<file path="config.mk">
export PLATFORM = sky130hd
export DESIGN_NAME = usr_susp_ctrl
export DESIGN_NICKNAME = d
export VERILOG_FILES = /design/src/usr_pkg.sv /design/src/usr_flag_if.sv /design/src/usr_timer.sv /design/src/usr_flags.sv /design/src/usr_susp_ctrl.sv
export SDC_FILE = /design/constraint.sdc
export NUM_CORES = 1
export LEC_CHECK = 0
export ABC_AREA = 1
export BUFFER_PORTS_ARGS = -buffer_cell sky130_fd_sc_hd__buf_2
export CAP_MARGIN = 10
export CELL_PAD_IN_SITES_DETAIL_PLACEMENT = 1
export CELL_PAD_IN_SITES_GLOBAL_PLACEMENT = 2
export CORE_ASPECT_RATIO = 0.75
export CORE_MARGIN = 8
export CORE_UTILIZATION = 32
export DETAILED_ROUTE_END_ITERATION = 10
export GPL_TIMING_DRIVEN = 0
export PLACE_DENSITY_LB_ADDON = 0.05
export SLEW_MARGIN = 20
export SYNTH_ARGS = -nofsm -noshare
export SYNTH_HDL_FRONTEND = slang
export SYNTH_HIERARCHICAL = 1
export SYNTH_SLANG_ARGS = --single-unit
</file>
<file path="constraint.sdc">
create_clock -name core_clk -period 1.63 [get_ports core_clk]
set_input_delay 0.326 -clock core_clk [delete_from_list [all_inputs] [get_ports core_clk]]
set_output_delay 0.326 -clock core_clk [all_outputs]
set_load 0.005 [all_outputs]
</file>
<file path="src/usr_pkg.sv">
// usr_pkg: constants, timing figures and state codes for the
// usb suspend/resume controller.
// assumes a single always-on core clock at the rate given here.
package usr_pkg;

  // core clock rate, in MHz
  localparam int CLK_FREQ_MHZ = 50;

  // documented times, in microseconds
  localparam int IDLE_TIME_US     = 3000;   // idle before suspend
  localparam int OFF_TIME_US      = 2000;   // suspend out to clock stop
  localparam int HOST_K_TIME_US   = 20000;  // host resume K length
  localparam int REMOTE_K_TIME_US = 10000;  // remote wake K length
  localparam int WAKE_MAX_TIME_US = 15000;  // wake to normal, longest

  // derived cycle counts; idle must be strictly longer than its time
  localparam int IDLE_CYC     = IDLE_TIME_US * CLK_FREQ_MHZ + 1;
  localparam int OFF_CYC      = OFF_TIME_US * CLK_FREQ_MHZ;
  localparam int HOST_K_CYC   = HOST_K_TIME_US * CLK_FREQ_MHZ;
  // drive lasts count + 1 cycles, so one less gives the exact length
  localparam int REMOTE_K_CYC = REMOTE_K_TIME_US * CLK_FREQ_MHZ - 1;
  // wake to normal takes count + 2 cycles, so two less meets the bound
  localparam int WAKE_MAX_CYC = WAKE_MAX_TIME_US * CLK_FREQ_MHZ - 2;

  // duration counter width, holds the largest count above
  localparam int CNT_W = 21;

  // timer slots
  localparam int NUM_TMR   = 5;
  localparam int TMR_IDLE  = 0;
  localparam int TMR_OFF   = 1;
  localparam int TMR_HOSTK = 2;
  localparam int TMR_REMK  = 3;
  localparam int TMR_WAKE  = 4;

  // unlock command data value
  localparam logic [15:0] UNLOCK_KEY = 16'hAA37;

  // reset values
  localparam logic RST_REGS_WE = 1'b1;  // writable after power-on
  localparam logic RST_FLAG    = 1'b0;

  // controller states, one-hot
  typedef enum logic [5:0] {
    ST_AWAKE    = 6'h01,
    ST_DETECT   = 6'h02,
    ST_SUSP     = 6'h04,
    ST_SLEEP    = 6'h08,
    ST_WAKE_OSC = 6'h10,
    ST_WAKE_RUN = 6'h20
  } usr_state_t;

endpackage

</file>
<file path="src/usr_flag_if.sv">
// usr_flag_if: event flags between the controller and flag keeper.
// assumes both ends sit in the core clock domain.
`timescale 1ns/10ps
interface usr_flag_if;
  logic set_susp;   // suspend detected pulse
  logic set_res;    // resume detected pulse
  logic ack_susp;   // firmware acknowledge
  logic ack_res;    // firmware acknowledge
  logic en_susp;    // suspend interrupt enable
  logic en_res;     // resume interrupt enable
  logic flag_susp;  // sticky suspend flag
  logic flag_res;   // sticky resume flag
  logic irq;        // combined interrupt
  modport ctrl (output set_susp, set_res, ack_susp, ack_res,
                output en_susp, en_res,
                input  flag_susp, flag_res, irq);
  modport keep (input  set_susp, set_res, ack_susp, ack_res,
                input  en_susp, en_res,
                output flag_susp, flag_res, irq);
endinterface

</file>
<file path="src/usr_timer.sv">
// usr_timer: counts consecutive cycles of run, done at LIMIT.
// assumes run is synchronous to core_clk; drop of run clears it.
`timescale 1ns/10ps
module usr_timer
  import usr_pkg::*;
#(
  parameter int LIMIT = 1
)(
  input  wire logic core_clk,
  input  wire logic reset,
  input  wire logic run,
  output logic      done
);
  logic [CNT_W-1:0] cnt_r;    // run length so far
  logic [CNT_W-1:0] cnt_nxt;
  logic             at_lim;   // reached, holds

  assign at_lim  = (cnt_r == CNT_W'(LIMIT));
  // saturate so a long run keeps done high
  assign cnt_nxt = !run ? '0 : (at_lim ? cnt_r : cnt_r + 1'b1);
  assign done    = at_lim;

  // count register
  always_ff @(posedge core_clk or posedge reset)
  begin
    if (reset)
      cnt_r <= '0;
    else
      cnt_r <= cnt_nxt;
  end
endmodule

</file>
<file path="src/usr_flags.sv">
// usr_flags: sticky suspend/resume flags and the gated interrupt.
// assumes set and ack pulses come from the core clock domain.
`timescale 1ns/10ps
module usr_flags
  import usr_pkg::*;
(
  input  wire logic core_clk,
  input  wire logic reset,
  usr_flag_if.keep  fl
);
  logic susp_r;    // suspend detected
  logic res_r;     // resume detected
  logic susp_nxt;
  logic res_nxt;

  // set wins over a clear in the same cycle
  assign susp_nxt = fl.set_susp | (susp_r & ~fl.ack_susp);
  assign res_nxt  = fl.set_res | (res_r & ~fl.ack_res);

  assign fl.flag_susp = susp_r;
  assign fl.flag_res  = res_r;
  // level, stays while any enabled flag is set
  assign fl.irq = (susp_r & fl.en_susp) | (res_r & fl.en_res);

  // flag registers
  always_ff @(posedge core_clk or posedge reset)
  begin
    if (reset)
    begin
      susp_r <= RST_FLAG;
      res_r  <= RST_FLAG;
    end
    else
    begin
      susp_r <= susp_nxt;
      res_r  <= res_nxt;
    end
  end
endmodule

</file>
<file path="src/usr_susp_ctrl.sv">
// usr_susp_ctrl: suspend detect, suspend entry, wake-up and write lock
// for a full-speed usb peripheral.
// assumes an always-on core_clk; the gated internal clocks are the
// osc_enable / clk_distribute outputs. all inputs synchronous.
`timescale 1ns/10ps
module usr_susp_ctrl
  import usr_pkg::*;
#(
  parameter int IDLE_CYCLES   = IDLE_CYC,     // idle limit, cycles
  parameter int OFF_CYCLES    = OFF_CYC,      // clock stop delay
  parameter int HOST_K_CYCLES = HOST_K_CYC,   // host resume K
  parameter int REM_K_CYCLES  = REMOTE_K_CYC, // remote K, minus one
  parameter int WAKE_CYCLES   = WAKE_MAX_CYC  // wake bound
)(
  input  wire logic        core_clk,
  input  wire logic        reset,
  input  wire logic        bus_idle,
  input  wire logic        bus_k_state,
  input  wire logic        wake_in,
  input  wire logic        cs_n,
  input  wire logic        vbus_present,
  input  wire logic        enter_suspend_strobe,
  input  wire logic        internal_clock_run,
  input  wire logic        powered_off_mode,
  input  wire logic        select_wake_enable,
  input  wire logic        suspend_irq_enable,
  input  wire logic        resume_irq_enable,
  input  wire logic        suspend_ack,
  input  wire logic        resume_ack,
  input  wire logic        unlock_valid,
  input  wire logic [15:0] unlock_data,
  input  wire logic        osc_stable,
  output logic             suspend_detected_flag,
  output logic             resume_detected_flag,
  output logic             bus_suspended_status,
  output logic             irq,
  output logic             suspend_out,
  output logic             drive_k_state,
  output logic             osc_enable,
  output logic             clk_distribute,
  output logic             regs_write_enable,
  output logic             normal_op
);

  // timer limits, indexed by the slot constants
  localparam int LIM [NUM_TMR] = '{IDLE_CYCLES, OFF_CYCLES,
                                   HOST_K_CYCLES, REM_K_CYCLES,
                                   WAKE_CYCLES};

  usr_state_t st_r;          // controller state
  usr_state_t st_nxt;        // next state
  logic       go_prev_r;     // go bit, last cycle
  logic       susp_out_r;    // suspend output register
  logic       susp_out_nxt;
  logic       drive_k_r;     // remote wake K drive
  logic       drive_k_nxt;
  logic       regs_we_r;     // register write permission
  logic       regs_we_nxt;

  logic [NUM_TMR-1:0] tmr_run;   // run levels for the timers
  logic [NUM_TMR-1:0] tmr_done;  // limits reached

  // decoded conditions
  logic in_susp;       // suspended, clocks on or off
  logic in_wake;       // wake sequence in progress
  logic go_fall;       // go bit high-to-low
  logic cs_wake;       // qualified select wake
  logic remote_wake;   // application wake request
  logic host_wake;     // long K from host
  logic wake_go;       // leave suspend now
  logic clk_stop;      // clocks may stop
  logic enter_run;     // wake clocks now distributed
  logic unlock_hit;    // valid unlock command

  usr_flag_if fl ();   // event flags to the keeper

  // --- duration timers -------------------------------------------
  // one counter per measured interval; each clears when its run drops
  generate
    for (genvar i = 0; i < NUM_TMR; i++)
    begin : g_tmr
      usr_timer #(
        .LIMIT    (LIM[i])
      ) u_tmr (
        .core_clk (core_clk),
        .reset    (reset),
        .run      (tmr_run[i]),
        .done     (tmr_done[i])
      );
    end
  endgenerate

  // idle must be continuous; any non-idle cycle restarts it
  assign tmr_run[TMR_IDLE]  = bus_idle;
  // clock stop delay runs from suspend entry
  assign tmr_run[TMR_OFF]   = (st_r == ST_SUSP);
  // host resume K measured only while suspended
  assign tmr_run[TMR_HOSTK] = bus_k_state & in_susp;
  // remote K length
  assign tmr_run[TMR_REMK]  = drive_k_r;
  // wake bound from start of wake
  assign tmr_run[TMR_WAKE]  = in_wake;

  // --- decode ----------------------------------------------------
  assign in_susp = (st_r == ST_SUSP) | (st_r == ST_SLEEP);
  assign in_wake = (st_r == ST_WAKE_OSC) | (st_r == ST_WAKE_RUN);

  // level alone does nothing; only the fall starts entry
  assign go_fall = go_prev_r & ~enter_suspend_strobe;

  // select low counts only when enabled and the supply is there
  assign cs_wake = ~cs_n & select_wake_enable & vbus_present;
  assign remote_wake = wake_in | cs_wake;
  assign host_wake   = tmr_done[TMR_HOSTK];
  assign wake_go     = in_susp & (remote_wake | host_wake);

  // powered-off waits the fixed delay; otherwise firmware decides
  // by its clock-run bit, which it clears before going to sleep
  assign clk_stop = powered_off_mode ? tmr_done[TMR_OFF]
                                     : ~internal_clock_run;

  // clocks go out once stable, or at the bound regardless
  assign enter_run = (st_r == ST_WAKE_OSC) &
                     (osc_stable | tmr_done[TMR_WAKE]);

  assign unlock_hit = unlock_valid & (unlock_data == UNLOCK_KEY);

  // --- next state ------------------------------------------------
  always_comb
  begin
    st_nxt = st_r;
    unique case (st_r)
      // normal operation, watching for a long idle
      ST_AWAKE:
      begin
        if (tmr_done[TMR_IDLE])
          st_nxt = ST_DETECT;
      end
      // suspend seen, waiting for firmware's go
      ST_DETECT:
      begin
        if (!tmr_done[TMR_IDLE])
          st_nxt = ST_AWAKE;  // bus came back, entry abandoned
        else if (go_fall)
          st_nxt = ST_SUSP;
      end
      // suspended, clocks still running
      ST_SUSP:
      begin
        if (wake_go)
          st_nxt = ST_WAKE_OSC;
        else if (clk_stop)
          st_nxt = ST_SLEEP;
      end
      // suspended, oscillator and pll off
      ST_SLEEP:
      begin
        if (wake_go)
          st_nxt = ST_WAKE_OSC;
      end
      // oscillator restarting, clocks held back
      ST_WAKE_OSC:
      begin
        if (enter_run)
          st_nxt = ST_WAKE_RUN;
      end
      // clocks out; finish any remote K before normal operation
      ST_WAKE_RUN:
      begin
        if (!drive_k_r)
          st_nxt = ST_AWAKE;
      end
      // a corrupted code recovers to normal operation
      default:
        st_nxt = ST_AWAKE;
    endcase
  end

  // --- output and lock next values -------------------------------
  // suspend out raised at entry in powered-off mode, dropped on wake
  assign susp_out_nxt = enter_run ? 1'b0 :
                        ((st_r == ST_DETECT) & go_fall &
                         tmr_done[TMR_IDLE] & powered_off_mode)
                        ? 1'b1 : susp_out_r;

  // remote K starts with the wake and ends on its own timer
  assign drive_k_nxt = (wake_go & remote_wake) ? 1'b1 :
                       (tmr_done[TMR_REMK] ? 1'b0 : drive_k_r);

  // wake locks; a lock in the same cycle as an unlock wins,
  // since the unlock was meant for the old session
  assign regs_we_nxt = enter_run  ? 1'b0 :
                       unlock_hit ? 1'b1 : regs_we_r;

  // --- registers -------------------------------------------------
  always_ff @(posedge core_clk or posedge reset)
  begin
    if (reset)
    begin
      st_r       <= ST_AWAKE;
      go_prev_r  <= 1'b0;
      susp_out_r <= 1'b0;
      drive_k_r  <= 1'b0;
      regs_we_r  <= RST_REGS_WE;
    end
    else
    begin
      st_r       <= st_nxt;
      go_prev_r  <= enter_suspend_strobe;
      susp_out_r <= susp_out_nxt;
      drive_k_r  <= drive_k_nxt;
      regs_we_r  <= regs_we_nxt;
    end
  end

  // --- flags and interrupt ---------------------------------------
  // suspend flag on the awake-to-detect transition only
  assign fl.set_susp = (st_r == ST_AWAKE) & tmr_done[TMR_IDLE];
  // resume flag as wake clocks go out
  assign fl.set_res  = enter_run;
  assign fl.ack_susp = suspend_ack;
  assign fl.ack_res  = resume_ack;
  assign fl.en_susp  = suspend_irq_enable;
  assign fl.en_res   = resume_irq_enable;

  usr_flags u_flags (
    .core_clk (core_clk),
    .reset    (reset),
    .fl       (fl)
  );

  // --- outputs ---------------------------------------------------
  assign suspend_detected_flag = fl.flag_susp;
  assign resume_detected_flag  = fl.flag_res;
  assign irq                   = fl.irq;
  // follows the bus continuously, read by firmware in its handler
  assign bus_suspended_status  = tmr_done[TMR_IDLE];
  assign suspend_out           = susp_out_r;
  assign drive_k_state         = drive_k_r;
  assign osc_enable            = (st_r != ST_SLEEP);
  assign clk_distribute        = ~(st_r == ST_SLEEP) &
                                 ~(st_r == ST_WAKE_OSC);
  assign regs_write_enable     = regs_we_r;
  assign normal_op             = (st_r == ST_AWAKE) |
                                 (st_r == ST_DETECT);
endmodule

</file>
After elaboration in Yosys (flattened, before gate mapping)

Cells that the tools add are included.

Add/subtract/negate cells: 5
Equal/unequal tests: 24
Muxes and demuxes: 26
Bitwise gates (word level): 33
Reductions and logical operators: 4

Operators by type and width:

| operator                                               | count |
|---|---|
| 2-to-1 mux 21 bit                                      | 10 |
| adder 21 x 1 -> 21 bit (second input constant)         | 5 |
| 2-to-1 mux 6 bit                                       | 8 |
| == test 21 x 20 -> 1 bit (second input constant)       | 2 |
| one-hot mux 6 bit (6 select lines)                     | 1 |
| == test 21 x 17 -> 1 bit (second input constant)       | 1 |
| == test 21 x 18 -> 1 bit (second input constant)       | 1 |
| == test 21 x 19 -> 1 bit (second input constant)       | 1 |
| bitwise AND 1 bit                                      | 17 |
| == test 16 bit (second input constant)                 | 1 |
| inequality test 2 bit (second input constant)          | 8 |
| bitwise OR 1 bit                                       | 9 |
| 2-to-1 mux 1 bit                                       | 7 |
| NOT 1 bit                                              | 7 |
| == test 6 x 1 -> 1 bit (second input constant)         | 1 |
| == test 6 x 2 -> 1 bit (second input constant)         | 1 |
| == test 6 x 3 -> 1 bit (second input constant)         | 1 |
| == test 6 x 4 -> 1 bit (second input constant)         | 1 |
| == test 6 x 5 -> 1 bit (second input constant)         | 1 |
| == test 6 bit (second input constant)                  | 1 |
| inequality test 3 bit (second input constant)          | 2 |
| inequality test 6 x 4 -> 1 bit (second input constant) | 1 |
| AND reduction 6 bit                                    | 1 |
| nonzero test 2 bit                                     | 3 |
| inequality test 2 x 1 -> 1 bit (second input constant) | 1 |

Register bits: 117
Input port bits: 33
Output and inout port bits: 10
Word-level logic and storage cells: 104

Longest topological paths before layout

Gate-level depths: netlist (run 1).

Depth after elaboration: 8
Depth in mapped cells: 13
Depth with buffers taken out: 13

Hierarchy

Netlist (run 1), hierarchy kept.

Modules (own cells, without submodules):

| module                     | times used | cells an instance | area an instance (um2) | seq. area each (um2) |
|---|---|---|---|---|
| usr_timer (g_tmr[4].u_tmr) | 1          | 205               | 1408.9                 | 525.5 |
| usr_timer (g_tmr[3].u_tmr) | 1          | 203               | 1392.6                 | 525.5 |
| usr_timer (g_tmr[1].u_tmr) | 1          | 205               | 1386.3                 | 525.5 |
| usr_timer (g_tmr[0].u_tmr) | 1          | 192               | 1311.3                 | 525.5 |
| usr_timer (g_tmr[2].u_tmr) | 1          | 186               | 1297.5                 | 525.5 |
| usr_susp_ctrl              | 1          | 95                | 678.2                  | 252.7 |
| usr_flags                  | 1          | 14                | 95.1                   | 50.0 |

Worst setup path before layout (run 1)

Ideal clock, no wire load.

Kind: reg-to-reg
From: register g_tmr[0].u_tmr.cnt_r[0]
To: register st_r[3]
Setup time: 117 ps
Arrival time: 1816 ps
Data required time: 1513 ps
Setup slack: -303 ps
Stages on the path, launching flop included: 11
Path buffers: 0
Clock period less this slack: 1933 ps
Cell sequence: dfrtp_1 ha_1 nand4_1 nor4_1 inv_1 nor2_1 nand2_1 o21ai_1 nor2_1 nand3_1 nand2_1

Word-level cells in the longest chain between the ends: 3
Elaborated cells between the ends (all ways): 6
Those cells by class: 3 x eq/ne; 2 x mux; 1 x reduce/logical

RTL lines:

| item                                                                                       | line                 | source |
|---|---|---|
| start: declaration                                                                         | usr_timer.sv:14      | `logic [CNT_W-1:0] cnt_r;` |
| start signal: assignment                                                                   | usr_timer.sv:29      | `cnt_r <= cnt_nxt;` |
| == test 21 x 18 -> 1 bit (*)                                                               | usr_timer.sv:18      | `assign at_lim = (cnt_r == CNT_W'(LIMIT));` |
| named net bus_suspended_status                                                             | usr_susp_ctrl.sv:35  | `output logic bus_suspended_status,` |
| inequality test 3 bit (no line), or another cell as far along                              | n/a                  |  |
| AND reduction 6 bit (no line) / one-hot mux 6 bit (6 select lines) (equally long branches) | n/a                  |  |
| end signal: assignment                                                                     | usr_susp_ctrl.sv:208 | `st_r <= st_nxt;` |
| end: declaration                                                                           | usr_susp_ctrl.sv:50  | `usr_state_t st_r;` |

Mark *: on every way through the listed nets, which the timed path passes. The rest lies on a longest branch.
A chain may end at the register's enable or synchronous reset.

Final worst setup path (run 1)

From: register g_tmr[0].u_tmr.cnt_r[13]
To: output bus_suspended_status

Word-level cells in the longest chain between the ends: 1

RTL lines:

| item                     | line |
|---|---|
| == test 21 x 18 -> 1 bit | usr_timer.sv:18 |
| end: declaration         | usr_susp_ctrl.sv:35 |

Every way passes these cells.

==> impl_table.tex, run 1 <==
\begin{tabular}{lr}
\hline
Metric & Value \\
\hline
\multicolumn{2}{l}{\textbf{Status}} \\
\quad Violations in the final reports & negative setup slack \\
\quad Run status & complete, but fails checks \\
\multicolumn{2}{l}{\textbf{Detailed routing}} \\
\quad Total Wirelength & approximately 25 mm \\
\quad Detailed Route Iter0 Violations & 271 \\
\quad Via total after detailed routing & $\sim$7400 \\
\quad Avg Vias per Cell & $\sim$4.7 \\
\quad Detailed-routing iteration count for the pre-antenna-repair pass & 4 \\
\quad Count of unresolved DRC violations after routing & 0 \\
\quad DR WL/cell & 15.9 µm \\
\quad Routed Antenna Nets & 0 \\
\multicolumn{2}{l}{\textbf{Power and ir drop}} \\
\quad Maximum resistive drop on vdd & $\sim$0.00074 V \\
\quad Reported leakage power & $\sim$0.0045 µW \\
\quad Power density cells & between 600 and 700 nW/µm² \\
\quad Total power of the final layout & 7070 µW \\
\multicolumn{2}{l}{\textbf{Cells and area}} \\
\quad Share of cells above drive strength 1 & 0.315 \\
\quad Diodes inserted & 0 \\
\quad Reg area & slightly below 3000 µm² \\
\quad Share of the core filled with cells in the final layout & 0.445 \\
\quad Post-synthesis to final-layout area growth & 35.9\% \\
\quad Combined area of the multi-input logic cells & $\sim$4500 µm² \\
\quad Final \#Nets & 1300 \\
\quad Post-route cell area & a little over 10000 µm² \\
\quad Fill count & around 2900 \\
\multicolumn{2}{l}{\textbf{Worst setup path}} \\
\quad Register-to-register path setup slack & -0.29 ns \\
\quad Endpoint required time on the critical path & 1.30 ns \\
\quad Crit. End Element & output pin \\
\quad Depth of the most critical reg-to-reg path & 11 \\
\quad Worst Path Arrival & 1.65 ns \\
\quad Critical R2R Launch & g\_tmr[0].u\_tmr/cnt\_r[13]\$\_DFFE\_PP0P\_ \\
\quad Worst Setup Start Kind & flop \\
\quad Worst setup path category & flop to output pin \\
\quad Worst reg2reg path endpoint & st\_r[0]\$\_DFFE\_PP1P\_ \\
\quad Maximum fanout along the worst path & 4 \\
\multicolumn{2}{l}{\textbf{Timing}} \\
\quad Final Skew & slightly below 0.008 ns \\
\quad Hold Fails Final Rpt & 0 \\
\quad Tightest Pin Transition & $\sim$0.9 ns \\
\quad Worst hold slack after final layout & 0.154 ns \\
\quad Normalized max-slew margin & 0.384 \\
\quad Maximum frequency from static timing analysis & 505 MHz \\
\quad Min cycle time layout & about 2.0 ns \\
\quad RSZ-0062 raised after global routing & yes \\
\quad Period utilization & 1.22 \\
\quad Final Max Slew Viols & 0 \\
\quad Setup violators final & 66 \\
\quad Post-route setup slack & -0.350 ns \\
\multicolumn{2}{l}{\textbf{Clock tree}} \\
\quad Worst skew pair latency & about 0.43 ns \\
\quad TritonCTS clock tree & built \\
\quad Cts bufs inserted & 17 \\
\quad Maximum clock path buffer count & 2 \\
\quad CTS Root Buffer Type & clkbuf\_16 \\
\quad Clk sinks & about 120 \\
\quad \# H-tree levels & 4 \\
\quad Clock slew seen by the registers of the worst setup and hold paths & about 0.060 ns \\
\multicolumn{2}{l}{\textbf{Global routing}} \\
\quad Aggregate global-route resource usage & 0.168 \\
\quad Met2 usage in global routing & 0.249 \\
\quad Via count of the first global-routing pass & 7455 \\
\quad Met3 Use GR & 0.0311 \\
\quad Most used routing layer & met2 \\
\quad GRT overflow & 0 \\
\quad GR Layer Usage met1 & 0.249 \\
\quad Pin count of the biggest net entering global routing & 22 \\
\quad Initial antenna violation count & 0 \\
\quad Global-route wire length before repair & between 30 and 40 mm \\
\multicolumn{2}{l}{\textbf{Synthesis}} \\
\quad Synth unique cells & 37 \\
\quad Leading post-synthesis cells by cell area & dfrtp\_1 (38\%), nand2\_1 (14\%), nor2\_1 (10\%) \\
\quad Netlist Area Pre-Place & 7570 µm² \\
\quad Sequential element share of the synthesized area & 0.387 \\
\quad Most area-hungry cell type in the Yosys netlist & dfrtp\_1 \\
\quad Register bit count reported by yosys & around 120 \\
\quad Net count after synthesis & between 1000 and 1500 \\
\quad Area share of the largest cell type after synthesis & 0.380 \\
\quad Average cell area after synthesis & 6.88 µm² \\
\quad Total of warnings raised by yosys & 6 \\
\quad Number of standard cells after synthesis & between 1000 and 1500 \\
\multicolumn{2}{l}{\textbf{Worst hold path}} \\
\quad Min-Delay Path Depth & 4 \\
\quad Class of the tightest hold or removal check & input port to flop \\
\quad Endpoint of the worst hold path & u\_flags/fl.flag\_susp\$\_DFF\_PP0\_ \\
\quad Critical hold path startpoint & suspend\_ack \\
\multicolumn{2}{l}{\textbf{Floorplanning}} \\
\quad Die H & 149 µm \\
\quad Std cell rows & 48 \\
\quad CORE AREA & approximately 23000 µm² \\
\quad DIE WIDTH & roughly 190 µm \\
\quad Initial core utilization & 0.327 \\
\quad I/O pin total & between 40 and 50 \\
\quad Overall die area & roughly 29000 µm² \\
\multicolumn{2}{l}{\textbf{Placed design}} \\
\quad Detailed Place HPWL & $\sim$17 mm \\
\quad Minimum setup slack after placement & -0.503 ns \\
\quad Number of port buffers & 42 \\
\quad Cell Area, Placed & a little over 8000 µm² \\
\quad Final weighted congestion in routability-driven placement & a little under 0.8 \\
\multicolumn{2}{l}{\textbf{Job}} \\
\quad Max-cap violations & 0 \\
\hline
\end{tabular}
==> worst max-delay path by stage <==
stage	from	end	slack [ns]	cells past startpoint
after global placement	st_r[4]$_DFFE_PP0P_	g_tmr[2].u_tmr/cnt_r[5]$_DFFE_PP0P_	-0.54	5
after floorplan	g_tmr[0].u_tmr/cnt_r[0]$_DFFE_PP0P_	st_r[3]$_DFFE_PP0P_	-0.06	10
after global routing	g_tmr[0].u_tmr/cnt_r[8]$_DFFE_PP0P_	st_r[3]$_DFFE_PP0P_	-0.43	13
final	g_tmr[0].u_tmr/cnt_r[13]$_DFFE_PP0P_	bus_suspended_status	-0.35	4
after CTS	g_tmr[0].u_tmr/cnt_r[1]$_DFFE_PP0P_	bus_suspended_status	-0.39	5
after detailed placement	g_tmr[0].u_tmr/cnt_r[0]$_DFFE_PP0P_	st_r[0]$_DFFE_PP1P_	-0.50	9
==> flip-flops by register name, indices dropped and copies added, names as in the netlist <==
| register | flops |
|---|---|
| drive_k_state | 1 |
| g_tmr.u_tmr/cnt_r | 105 |
| go_prev_r | 1 |
| regs_write_enable | 1 |
| st_r | 6 |
| suspend_out | 1 |
| u_flags/fl.flag_res | 1 |
| u_flags/fl.flag_susp | 1 |
==> cell families after synthesis <==
family                   after synthesis  share of synthesized area
flip-flops                           117                      0.387
AND/OR/NAND/NOR                      723                      0.439
adder cells (fa/ha/maj)                9                     0.0149
XOR/XNOR                              20                     0.0231
AO/OA/AOI/OAI                         73                     0.0504
buffers and inverters                158                     0.0858
==> placed cells by master (no fill, tap or decap), types with 3 or more instances in the layout <==
master,n
nand2_1,257
nor2_1,175
inv_1,124
dfrtp_1,103
buf_4,67
nand3_1,66
nand2_2,44
buf_2,42
nor2_4,40
nor2_2,40
nand4_1,36
a21oi_1,32
buf_6,24
nor3_1,21
inv_2,19
clkbuf_16,19
xor2_1,15
o21ai_0,13
nand3_2,12
dfrtp_2,12
o21ai_2,10
clkinvlp_4,9
o21ai_1,7
nand3b_1,6
ha_4,6
nor3_2,6
nand3_4,5
nand2_4,5
clkinv_4,5
xnor2_1,5
buf_8,5
or2_2,5
bufinv_16,3
a21oi_2,3
ha_2,3
buf_12,3
==> critical path, cell delays in order, from the launching register on <==
cell,delay (ns)
dfrtp_2,0.44
nor2_4,0.14
nand4_1,0.14
nor4_4,0.34
buf_2,0.17
==> Yosys cell counts <==
cell and n:
buf_6 1, nand2_4 1, a211oi_1 1, dfrtp_1 115, a31oi_1 2, o21ai_0 28
or2_0 1, o21bai_1 2, nand3b_1 6, nor2_4 23, nand2_1 275, dfstp_2 2
ha_1 9, nand3_1 79, xnor2_1 5, inv_2 5, or2_2 5, buf_4 2
a41oi_1 1, nor3_1 27, buf_2 1, nor4_1 1, nor2_2 21, and3_1 1
o21ai_1 3, nand4_1 36, a21boi_0 1, inv_1 143, a21oi_1 35, nor2_1 211
xor2_1 15, nor3_2 1, clkinv_1 2, nand3_2 4, and2_1 1, nand2_2 30
clkbuf_8 4
==> repair_timing <==
action	4_1_cts	5_1_grt
gates resized for setup	61	155
hold buffers	2	0
endpoints found under the hold margin	3	0
buffers inserted	37	56
setup endpoints to repair	63	74
pin swaps	38	73
cloned	0	3
==> metrics by stage <==
stage	TNS (ns)	std cells
5_1_grt	-10.46	1571
3_5_place_dp	-13.30	1442
3_3_place_gp	-14.43	1442
6_report	-4.87	1571
4_1_cts	-2.00	1513
2_1_floorplan	-0.110	1100
==> metal layers <==
| layer | up-vias | share of wire |
|---|---|---|
| li1 | 3786 | - |
| met1 | 3537 | 0.52 |
| met2 | 74 | 0.44 |
| met3 | 13 | 0.035 |
| met4 | 0 | 0.0068 |
| met5 | - | 0 |
==> cell type report <==
class	count	share of cell area
Clock inverter	14	0.0175
Sequential cell	117	0.286
Timing Repair inverter	1	0.00109
Clock buffer	18	0.0417
Tap cell	300	0.0365
Inverter	150	0.0577
Multi-Input combinational cell	825	0.442
Buffer	8	0.00876
Timing Repair Buffer	138	0.108
==> where the power goes <==
part           switching [µW]  internal (µW)  total, µW  leakage (µW)
clock network            1520           2420       3930      0.000279
registers                7.54           2910       2920       0.00158
logic                     138           77.4        216       0.00262
Note: power is estimated with default switching activity, not from simulation.
==> inputs of run 2 (changes only) <==
==> constraint.sdc (replaced) <==
create_clock -name core_clk -period 1.63 [get_ports core_clk]
set_input_delay 0.0815 -clock core_clk [delete_from_list [all_inputs] [get_ports core_clk]]
set_output_delay 0.0815 -clock core_clk [all_outputs]
set_load 0.005 [all_outputs]
==> run 2 against run 1 <==
Die area did not move. Hold slack got worse by 0.089 ns. Non-clock buffer count shrank 14. Routed wire length decreased by 4.4%. Critical path depth rose by 7. Clock skew grew 0.0012 ns. Sequential power is essentially flat. Total power increased by 0.11%. Clock power about the same. Highest routed layer unchanged. Critical path type is now flop to flop. Global-route usage is essentially flat. The run still ends with negative setup slack left. Final area shrank 4.5%.
==> impl_table.tex, run 2 (synthesis gave the netlist of run 1 again) <==
\begin{tabular}{lr}
\hline
Metric & Value \\
\hline
\multicolumn{2}{l}{\textbf{Floorplanning}} \\
\quad Overall die area & 28900 µm² (unchanged) \\
\quad Die H & 149 µm (unchanged) \\
\quad CORE AREA & 23100 µm² (unchanged) \\
\quad Initial core utilization & 0.327 (unchanged) \\
\quad I/O pin total & 43 (unchanged) \\
\quad Std cell rows & 48 (unchanged) \\
\quad DIE WIDTH & 194 µm (unchanged) \\
\multicolumn{2}{l}{\textbf{Cells and area}} \\
\quad Filler-free cell count of the finished design & 1556 (-0.95\%) \\
\quad Largest reg by FF count & g\_tmr.u\_tmr/cnt\_r \\
\quad Diodes inserted & 0 (unchanged) \\
\quad Most common library cell in the layout ignoring fill and taps & nand2\_1 \\
\quad Share of cells above drive strength 1 & 0.259 (-0.0560) \\
\quad Final \#Nets & 1285 (-1.2\%) \\
\quad Post-synthesis to final-layout area growth & 29.7\% \\
\quad Leading cell types in the layout, fill and taps excluded & nand2\_1 (267), nor2\_1 (193), inv\_1 (126) \\
\quad Biggest regs & g\_tmr.u\_tmr/cnt\_r: 105 flops, st\_r: 6 flops \\
\quad Flip-flop count of the largest register after layout & 105 (unchanged) \\
\multicolumn{2}{l}{\textbf{Worst setup path}} \\
\quad Sum of buffers and inverters on the critical path & 3 (+2) \\
\quad Worst setup path category & flop to flop \\
\quad Worst Setup Start Kind & flop \\
\quad Maximum fanout along the worst path & 4 (unchanged) \\
\quad Crit. path cell count & 11 (+7) \\
\quad Endpoint required time on the critical path & 2.00 ns (+0.70 ns) \\
\quad Delay-heaviest family, CP & simple AND/OR/NAND/NOR gates \\
\quad Register-to-register path setup slack & -0.19 ns (+0.10 ns) \\
\quad Critical Path Slowest Stage Cell & dfrtp\_1 \\
\quad Cells along the critical path & inv\_2 -> nor2\_2 -> nand4\_1 -> nor4\_4 -> buf\_4 -> inv\_4 -> nand4\_1 -> nand3\_1 -> nor2\_2 -> nand3\_1 -> nand2\_1 \\
\quad Largest stage delay on the critical path & 0.42 ns (-0.02 ns) \\
\quad Crit. End Element & flop \\
\quad Critical path launch point & g\_tmr[0].u\_tmr/cnt\_r[17]\$\_DFFE\_PP0P\_ \\
\quad Depth of the most critical reg-to-reg path & 11 (unchanged) \\
\quad Critical R2R Launch & g\_tmr[0].u\_tmr/cnt\_r[17]\$\_DFFE\_PP0P\_ \\
\quad Worst Path Arrival & 2.19 ns (+0.54 ns) \\
\quad Timing endpoint of the critical path & st\_r[0]\$\_DFFE\_PP1P\_ \\
\quad Worst reg2reg path endpoint & st\_r[0]\$\_DFFE\_PP1P\_ \\
\multicolumn{2}{l}{\textbf{Timing}} \\
\quad Maximum frequency from static timing analysis & 548 MHz (+8.5\%) \\
\quad Period utilization & 1.12 (-0.0957) \\
\quad Min cycle time layout & 1.82 ns (-0.156 ns) \\
\quad Post-route setup slack & -0.195 ns (+0.156 ns) \\
\quad Normalized max-slew margin & 0.372 (-0.0110) \\
\quad Hold Fails Final Rpt & 0 (unchanged) \\
\quad Setup violators final & 9 (-86\%) \\
\quad Final Skew & 0.00908 ns (+0.00123 ns) \\
\quad Final Max Slew Viols & 0 (unchanged) \\
\quad RSZ-0062 raised after global routing & yes \\
\quad Tightest Pin Transition & 0.940 ns (+0.0165 ns) \\
\multicolumn{2}{l}{\textbf{Power and ir drop}} \\
\quad Power density cells & 721 nW/µm² (+4.9\%) \\
\quad Maximum resistive drop on vdd & 0.000749 V (+1.1\%) \\
\quad Reported leakage power & 0.00436 µW (-2.7\%) \\
\multicolumn{2}{l}{\textbf{Placed design}} \\
\quad Placed cell count & 1442 (unchanged) \\
\quad Number of port buffers & 42 (unchanged) \\
\quad Final weighted congestion in routability-driven placement & 0.787 (unchanged) \\
\quad Minimum setup slack after placement & -0.503 ns (unchanged) \\
\quad Detailed Place HPWL & 17.3 mm (unchanged) \\
\multicolumn{2}{l}{\textbf{Clock tree}} \\
\quad CTS Root Buffer Type & clkbuf\_16 \\
\quad Maximum clock path buffer count & 2 (unchanged) \\
\quad Clk sinks & 117 (unchanged) \\
\quad TritonCTS clock tree & built \\
\quad Worst skew pair latency & 0.43 ns (about the same) \\
\quad Cts bufs inserted & 17 (unchanged) \\
\quad Clock slew seen by the registers of the worst setup and hold paths & 0.06 ns (about the same) \\
\quad \# H-tree levels & 4 (unchanged) \\
\multicolumn{2}{l}{\textbf{Detailed routing}} \\
\quad Routed Antenna Nets & 0 (unchanged) \\
\quad Total Wirelength & 23.9 mm (-4.4\%) \\
\quad Avg Vias per Cell & 4.70 (-0.38\%) \\
\quad DR WL/cell & 15.4 µm (-3.5\%) \\
\quad Detailed Route Iter0 Violations & 283 (+4.4\%) \\
\quad Detailed-routing iteration count for the pre-antenna-repair pass & 4 (unchanged) \\
\quad Count of unresolved DRC violations after routing & 0 (unchanged) \\
\quad Via total after detailed routing & 7311 (-1.3\%) \\
\multicolumn{2}{l}{\textbf{Global routing}} \\
\quad GRT overflow & 0 (unchanged) \\
\quad Pin count of the biggest net entering global routing & 22 (unchanged) \\
\quad Via count of the first global-routing pass & 7458 (+0.040\%) \\
\quad Global-route wire length before repair & 39.4 mm (-0.35\%) \\
\quad Initial antenna violation count & 0 (unchanged) \\
\quad Aggregate global-route resource usage & 0.168 (-0.000226) \\
\multicolumn{2}{l}{\textbf{Worst hold path}} \\
\quad Class of the tightest hold or removal check & input port to flop \\
\multicolumn{2}{l}{\textbf{Job}} \\
\quad Max-cap violations & 0 (unchanged) \\
\multicolumn{2}{l}{\textbf{Status}} \\
\quad Run status & complete, but fails checks \\
\quad Violations in the final reports & negative setup slack \\
\hline
\end{tabular}
## run 2: per-layer routing
metal  vias to the layer above  share of wire  track usage
li1                       3755              -            -
met1                      3476           0.54        0.247
met2                        60           0.42        0.250
met3                        20          0.028       0.0307
met4                         0         0.0098       0.0403
met5                         -              0            0
## run 2: what timing repair did
| item | in CTS | in global routing |
|---|---|---|
| pin swaps | 30 | 35 |
| hold endpoints to repair | 122 | 0 |
| cloned | 0 | 0 |
| buffers inserted | 29 | 46 |
| resized for setup | 44 | 66 |
| hold buffers | 9 | 0 |
| setup endpoints to repair | 62 | 61 |
## run 2: worst reg2reg max path, stage by stage, from the launching register on
cell and delay [ns]:
dfrtp_1 0.42, inv_2 0.06, nor2_2 0.12, nand4_1 0.15
nor4_4 0.30, buf_4 0.19, inv_4 0.04, nand4_1 0.09
nand3_1 0.11, nor2_2 0.13, nand3_1 0.08, nand2_1 0.07
## run 2: power breakdown
| group | internal (µW) | switching (µW) |
|---|---|---|
| logic | 79.3 | 135 |
| registers | 2910 | 5.89 |
| clock network | 2420 | 1530 |
## run 2: per-stage QoR
stage                     instance area [µm²]  total power [µW]  hold WS, ns  setup TNS, ns   util
after floorplan                          7580              3060       -0.177         -0.110      -
after global placement                   8170              3140       0.0402         -14.19  0.353
after detailed placement                 8170              3150       0.0469         -13.06  0.353
after CTS                                9220              7190       0.0396         -0.949  0.399
after global routing                     9820              7340       0.0832          -2.35  0.425
final                                    9820              7080       0.0646         -0.828  0.425
## run 2: worst min path at each step
stage / from / end / slack (ns) / depth (start not counted)
after floorplan: reset / u_flags/fl.flag_res$_DFF_PP0_ / -0.18 / 1
after global routing: osc_stable / st_r[5]$_DFFE_PP0P_ / 0.08 / 4
final: bus_k_state / g_tmr[2].u_tmr/cnt_r[4]$_DFFE_PP0P_ / 0.06 / 4
after detailed placement: reset / u_flags/fl.flag_susp$_DFF_PP0_ / 0.05 / 2
after CTS: bus_k_state / g_tmr[2].u_tmr/cnt_r[4]$_DFFE_PP0P_ / 0.04 / 4
after global placement: reset / u_flags/fl.flag_res$_DFF_PP0_ / 0.04 / 2
## run 2: area by class of cell
cell class              instances  area, µm²
fillers                      2947      13300
multi-input cells             825       4320
flip-flops and latches        117       2950
repair buffers                124        903
inverters                     150        574
clock buffers                  18        429
well taps                     300        375
clock inverters                14        180
plain buffers                   8       86.3
==> inputs of run 3 (changes only) <==
--- a/config.mk
+++ b/config.mk
@@ -15,7 +15,7 @@
 export CORE_UTILIZATION = 32
 export DETAILED_ROUTE_END_ITERATION = 10
 export GPL_TIMING_DRIVEN = 0
-export PLACE_DENSITY_LB_ADDON = 0.05
+export PLACE_DENSITY = 0.76
 export SLEW_MARGIN = 20
 export SYNTH_ARGS = -nofsm -noshare
 export SYNTH_HDL_FRONTEND = slang
==> run 3 against run 2 <==
Sequential share of layout area up 0.49 points. The run still ends with negative setup slack left. Final area down 1.8%. Critical endpoint unchanged. Hold slack about the same. Non-clock buffer count down 4. Clock power down 3%. Largest power group unchanged. Clock-buffer cell count up 3. Register-to-register slack worse by 0.06 ns.
==> impl_table.tex, run 3 (synthesis gave the netlist of run 1 again) <==
\begin{tabular}{lr}
\hline
Metric & Value \\
\hline
\multicolumn{2}{l}{\textbf{Timing}} \\
\quad Period utilization & 1.16 (+0.0384) \\
\quad Final sum of negative setup slack & -1.47 ns (-0.647 ns) \\
\quad Normalized max-slew margin & 0.397 (+0.0244) \\
\quad Final Max Slew Viols & 0 (unchanged) \\
\quad Maximum frequency from static timing analysis & 530 MHz (-3.3\%) \\
\quad Setup violators final & 20 (+11) \\
\quad Worst hold slack after final layout & 0.0642 ns (-0.000402 ns) \\
\quad Tightest Pin Transition & 0.904 ns (-0.0365 ns) \\
\quad Post-route setup slack & -0.257 ns (-0.0627 ns) \\
\quad Final Skew & 0.00917 ns (+0.0000903 ns) \\
\quad Min cycle time layout & 1.89 ns (+0.0627 ns) \\
\quad RSZ-0062 raised after global routing & yes \\
\quad Hold Fails Final Rpt & 0 (unchanged) \\
\multicolumn{2}{l}{\textbf{Worst setup path}} \\
\quad Critical R2R Launch & g\_tmr[0].u\_tmr/cnt\_r[8]\$\_DFFE\_PP0P\_ \\
\quad Worst Path Arrival & 2.26 ns (+0.07 ns) \\
\quad Maximum fanout along the worst path & 4 (unchanged) \\
\quad Register-to-register path setup slack & -0.26 ns (-0.06 ns) \\
\quad Endpoint required time on the critical path & 2.00 ns (about the same) \\
\quad Worst reg2reg path endpoint & st\_r[0]\$\_DFFE\_PP1P\_ \\
\quad Depth of the most critical reg-to-reg path & 11 (unchanged) \\
\quad Worst setup path category & flop to flop \\
\quad Worst Setup Start Kind & flop \\
\quad Crit. End Element & flop \\
\multicolumn{2}{l}{\textbf{Cells and area}} \\
\quad Largest reg by FF count & g\_tmr.u\_tmr/cnt\_r \\
\quad Most common library cell in the layout ignoring fill and taps & nand2\_1 \\
\quad Final \#Nets & 1281 (-0.31\%) \\
\quad Post-synthesis to final-layout area growth & 27.4\% \\
\quad Share of cells above drive strength 1 & 0.247 (-0.0116) \\
\quad Flip-flop count of the largest register after layout & 105 (unchanged) \\
\quad Biggest regs & g\_tmr.u\_tmr/cnt\_r: 105 flops, st\_r: 6 flops \\
\quad Leading cell types in the layout, fill and taps excluded & nand2\_1 (269), nor2\_1 (191), inv\_1 (127) \\
\quad Share of the core filled with cells in the final layout & 0.417 (-0.00752) \\
\quad Diodes inserted & 0 (unchanged) \\
\multicolumn{2}{l}{\textbf{Placed design}} \\
\quad Number of port buffers & 42 (unchanged) \\
\quad Final weighted congestion in routability-driven placement & 0.805 (+2.3\%) \\
\quad Minimum setup slack after placement & -0.466 ns (+0.0371 ns) \\
\quad Detailed Place HPWL & 17.3 mm (-0.47\%) \\
\multicolumn{2}{l}{\textbf{Floorplanning}} \\
\quad Overall die area & 28900 µm² (unchanged) \\
\quad I/O pin total & 43 (unchanged) \\
\quad DIE WIDTH & 194 µm (unchanged) \\
\quad Initial core utilization & 0.327 (unchanged) \\
\quad Std cell rows & 48 (unchanged) \\
\quad CORE AREA & 23100 µm² (unchanged) \\
\quad Die H & 149 µm (unchanged) \\
\multicolumn{2}{l}{\textbf{Worst hold path}} \\
\quad Endpoint of the worst hold path & st\_r[2]\$\_DFFE\_PP0P\_ \\
\quad Min-Delay Path Depth & 5 (+1) \\
\quad Critical hold path startpoint & internal\_clock\_run \\
\quad Class of the tightest hold or removal check & input port to flop \\
\multicolumn{2}{l}{\textbf{Clock tree}} \\
\quad Worst skew pair latency & 0.43 ns (about the same) \\
\quad TritonCTS clock tree & built \\
\quad \# H-tree levels & 4 (unchanged) \\
\quad CTS Root Buffer Type & clkbuf\_16 \\
\quad Clock slew seen by the registers of the worst setup and hold paths & 0.06 ns (about the same) \\
\quad Clk sinks & 117 (unchanged) \\
\quad Maximum clock path buffer count & 2 (unchanged) \\
\quad Cts bufs inserted & 17 (unchanged) \\
\multicolumn{2}{l}{\textbf{Detailed routing}} \\
\quad Count of unresolved DRC violations after routing & 0 (unchanged) \\
\quad Via total after detailed routing & 7408 (+1.3\%) \\
\quad Routed Antenna Nets & 0 (unchanged) \\
\quad Detailed-routing iteration count for the pre-antenna-repair pass & 5 (+1) \\
\quad Avg Vias per Cell & 4.78 (+1.7\%) \\
\quad DR WL/cell & 15.5 µm (+0.83\%) \\
\quad Total Wirelength & 24.0 mm (+0.44\%) \\
\quad Detailed Route Iter0 Violations & 425 (+50\%) \\
\multicolumn{2}{l}{\textbf{Status}} \\
\quad Run status & complete, but fails checks \\
\quad Violations in the final reports & negative setup slack \\
\multicolumn{2}{l}{\textbf{Power and ir drop}} \\
\quad Reported leakage power & 0.00433 µW (-0.58\%) \\
\quad Maximum resistive drop on vdd & 0.000761 V (+1.6\%) \\
\quad Power density cells & 721 nW/µm² (about the same) \\
\multicolumn{2}{l}{\textbf{Global routing}} \\
\quad Initial antenna violation count & 0 (unchanged) \\
\quad Aggregate global-route resource usage & 0.171 (+0.00252) \\
\quad Via count of the first global-routing pass & 7576 (+1.6\%) \\
\quad Pin count of the biggest net entering global routing & 22 (unchanged) \\
\quad GRT overflow & 0 (unchanged) \\
\quad Global-route wire length before repair & 39.8 mm (+1.1\%) \\
\multicolumn{2}{l}{\textbf{Job}} \\
\quad Max-cap violations & 0 (unchanged) \\
\hline
\end{tabular}
## run 3: cell count changes in the layout (fill, tap and decap cells not counted), sizes merged
| cell | previous run | this run |
|---|---|---|
| dlygate4sd3 | 9 | 10 |
| clkbuf | 22 | 25 |
| buf | 119 | 114 |
| bufinv | 3 | 2 |
| clkinv | 7 | 5 |
| clkinvlp | 6 | 4 |
## run 3: layer usage
metal / vias up / GRT usage / wire length, µm
met3: 19 / 0.0334 / 500
met4: 0 / 0.0507 / 250
met5: - / 0 / 0
li1: 3741 / - / -
met2: 52 / 0.260 / 10500
met1: 3596 / 0.241 / 12800
## run 3: where the power goes
| part | switching, µW | internal [µW] |
|---|---|---|
| combinational | 132 | 78.4 |
| sequential | 4.70 | 2910 |
| clock | 1450 | 2380 |
## run 3: critical path, cell delays in order (launching register included)
cell and delay, ns:
dfrtp_1 0.40, nand2_1 0.12, inv_2 0.10, nand4_1 0.13, nor4_4 0.33, buf_4 0.18, inv_4 0.04, nand4_1 0.12
nand3_1 0.11, nor2_2 0.11, nand3_1 0.11, nand2_1 0.09
## run 3: cell type report
type	instances	area, µm²
Buffer	8	86.3
Clock buffer	21	480
Clock inverter	9	103
Fill cell	2911	13500
Inverter	150	572
Multi-Input combinational cell	825	4240
Sequential cell	117	2940
Tap cell	300	375
Timing Repair Buffer	120	850
## run 3: how the worst max path moves through the flow
stage | slack, ns | end | from | cells past startpoint
detailed placement | -0.47 | g_tmr[2].u_tmr/cnt_r[5]$_DFFE_PP0P_ | st_r[4]$_DFFE_PP0P_ | 5
global route | -0.37 | st_r[3]$_DFFE_PP0P_ | g_tmr[0].u_tmr/cnt_r[8]$_DFFE_PP0P_ | 12
global placement | -0.49 | g_tmr[2].u_tmr/cnt_r[5]$_DFFE_PP0P_ | st_r[4]$_DFFE_PP0P_ | 5
floorplan | -0.06 | st_r[3]$_DFFE_PP0P_ | g_tmr[0].u_tmr/cnt_r[0]$_DFFE_PP0P_ | 10
CTS | -0.22 | st_r[0]$_DFFE_PP1P_ | g_tmr[0].u_tmr/cnt_r[1]$_DFFE_PP0P_ | 11
finish | -0.26 | st_r[0]$_DFFE_PP1P_ | g_tmr[0].u_tmr/cnt_r[8]$_DFFE_PP0P_ | 11
## run 3: repair_timing
item,CTS,global route
resized for setup,47,49
hold endpoints to repair,128,0
buffers inserted,33,39
setup endpoints to repair,63,76
hold buffers,10,0
pin swaps,19,30
## run 3: metrics by stage
stage | total power [µW] | instances | area, µm²
CTS | 7090 | 1515 | 9260
global route | 7230 | 1550 | 9640
global placement | 3140 | 1442 | 8170
floorplan | 3060 | 1100 | 7580
finish | 6960 | 1550 | 9640
detailed placement | 3150 | 1442 | 8170
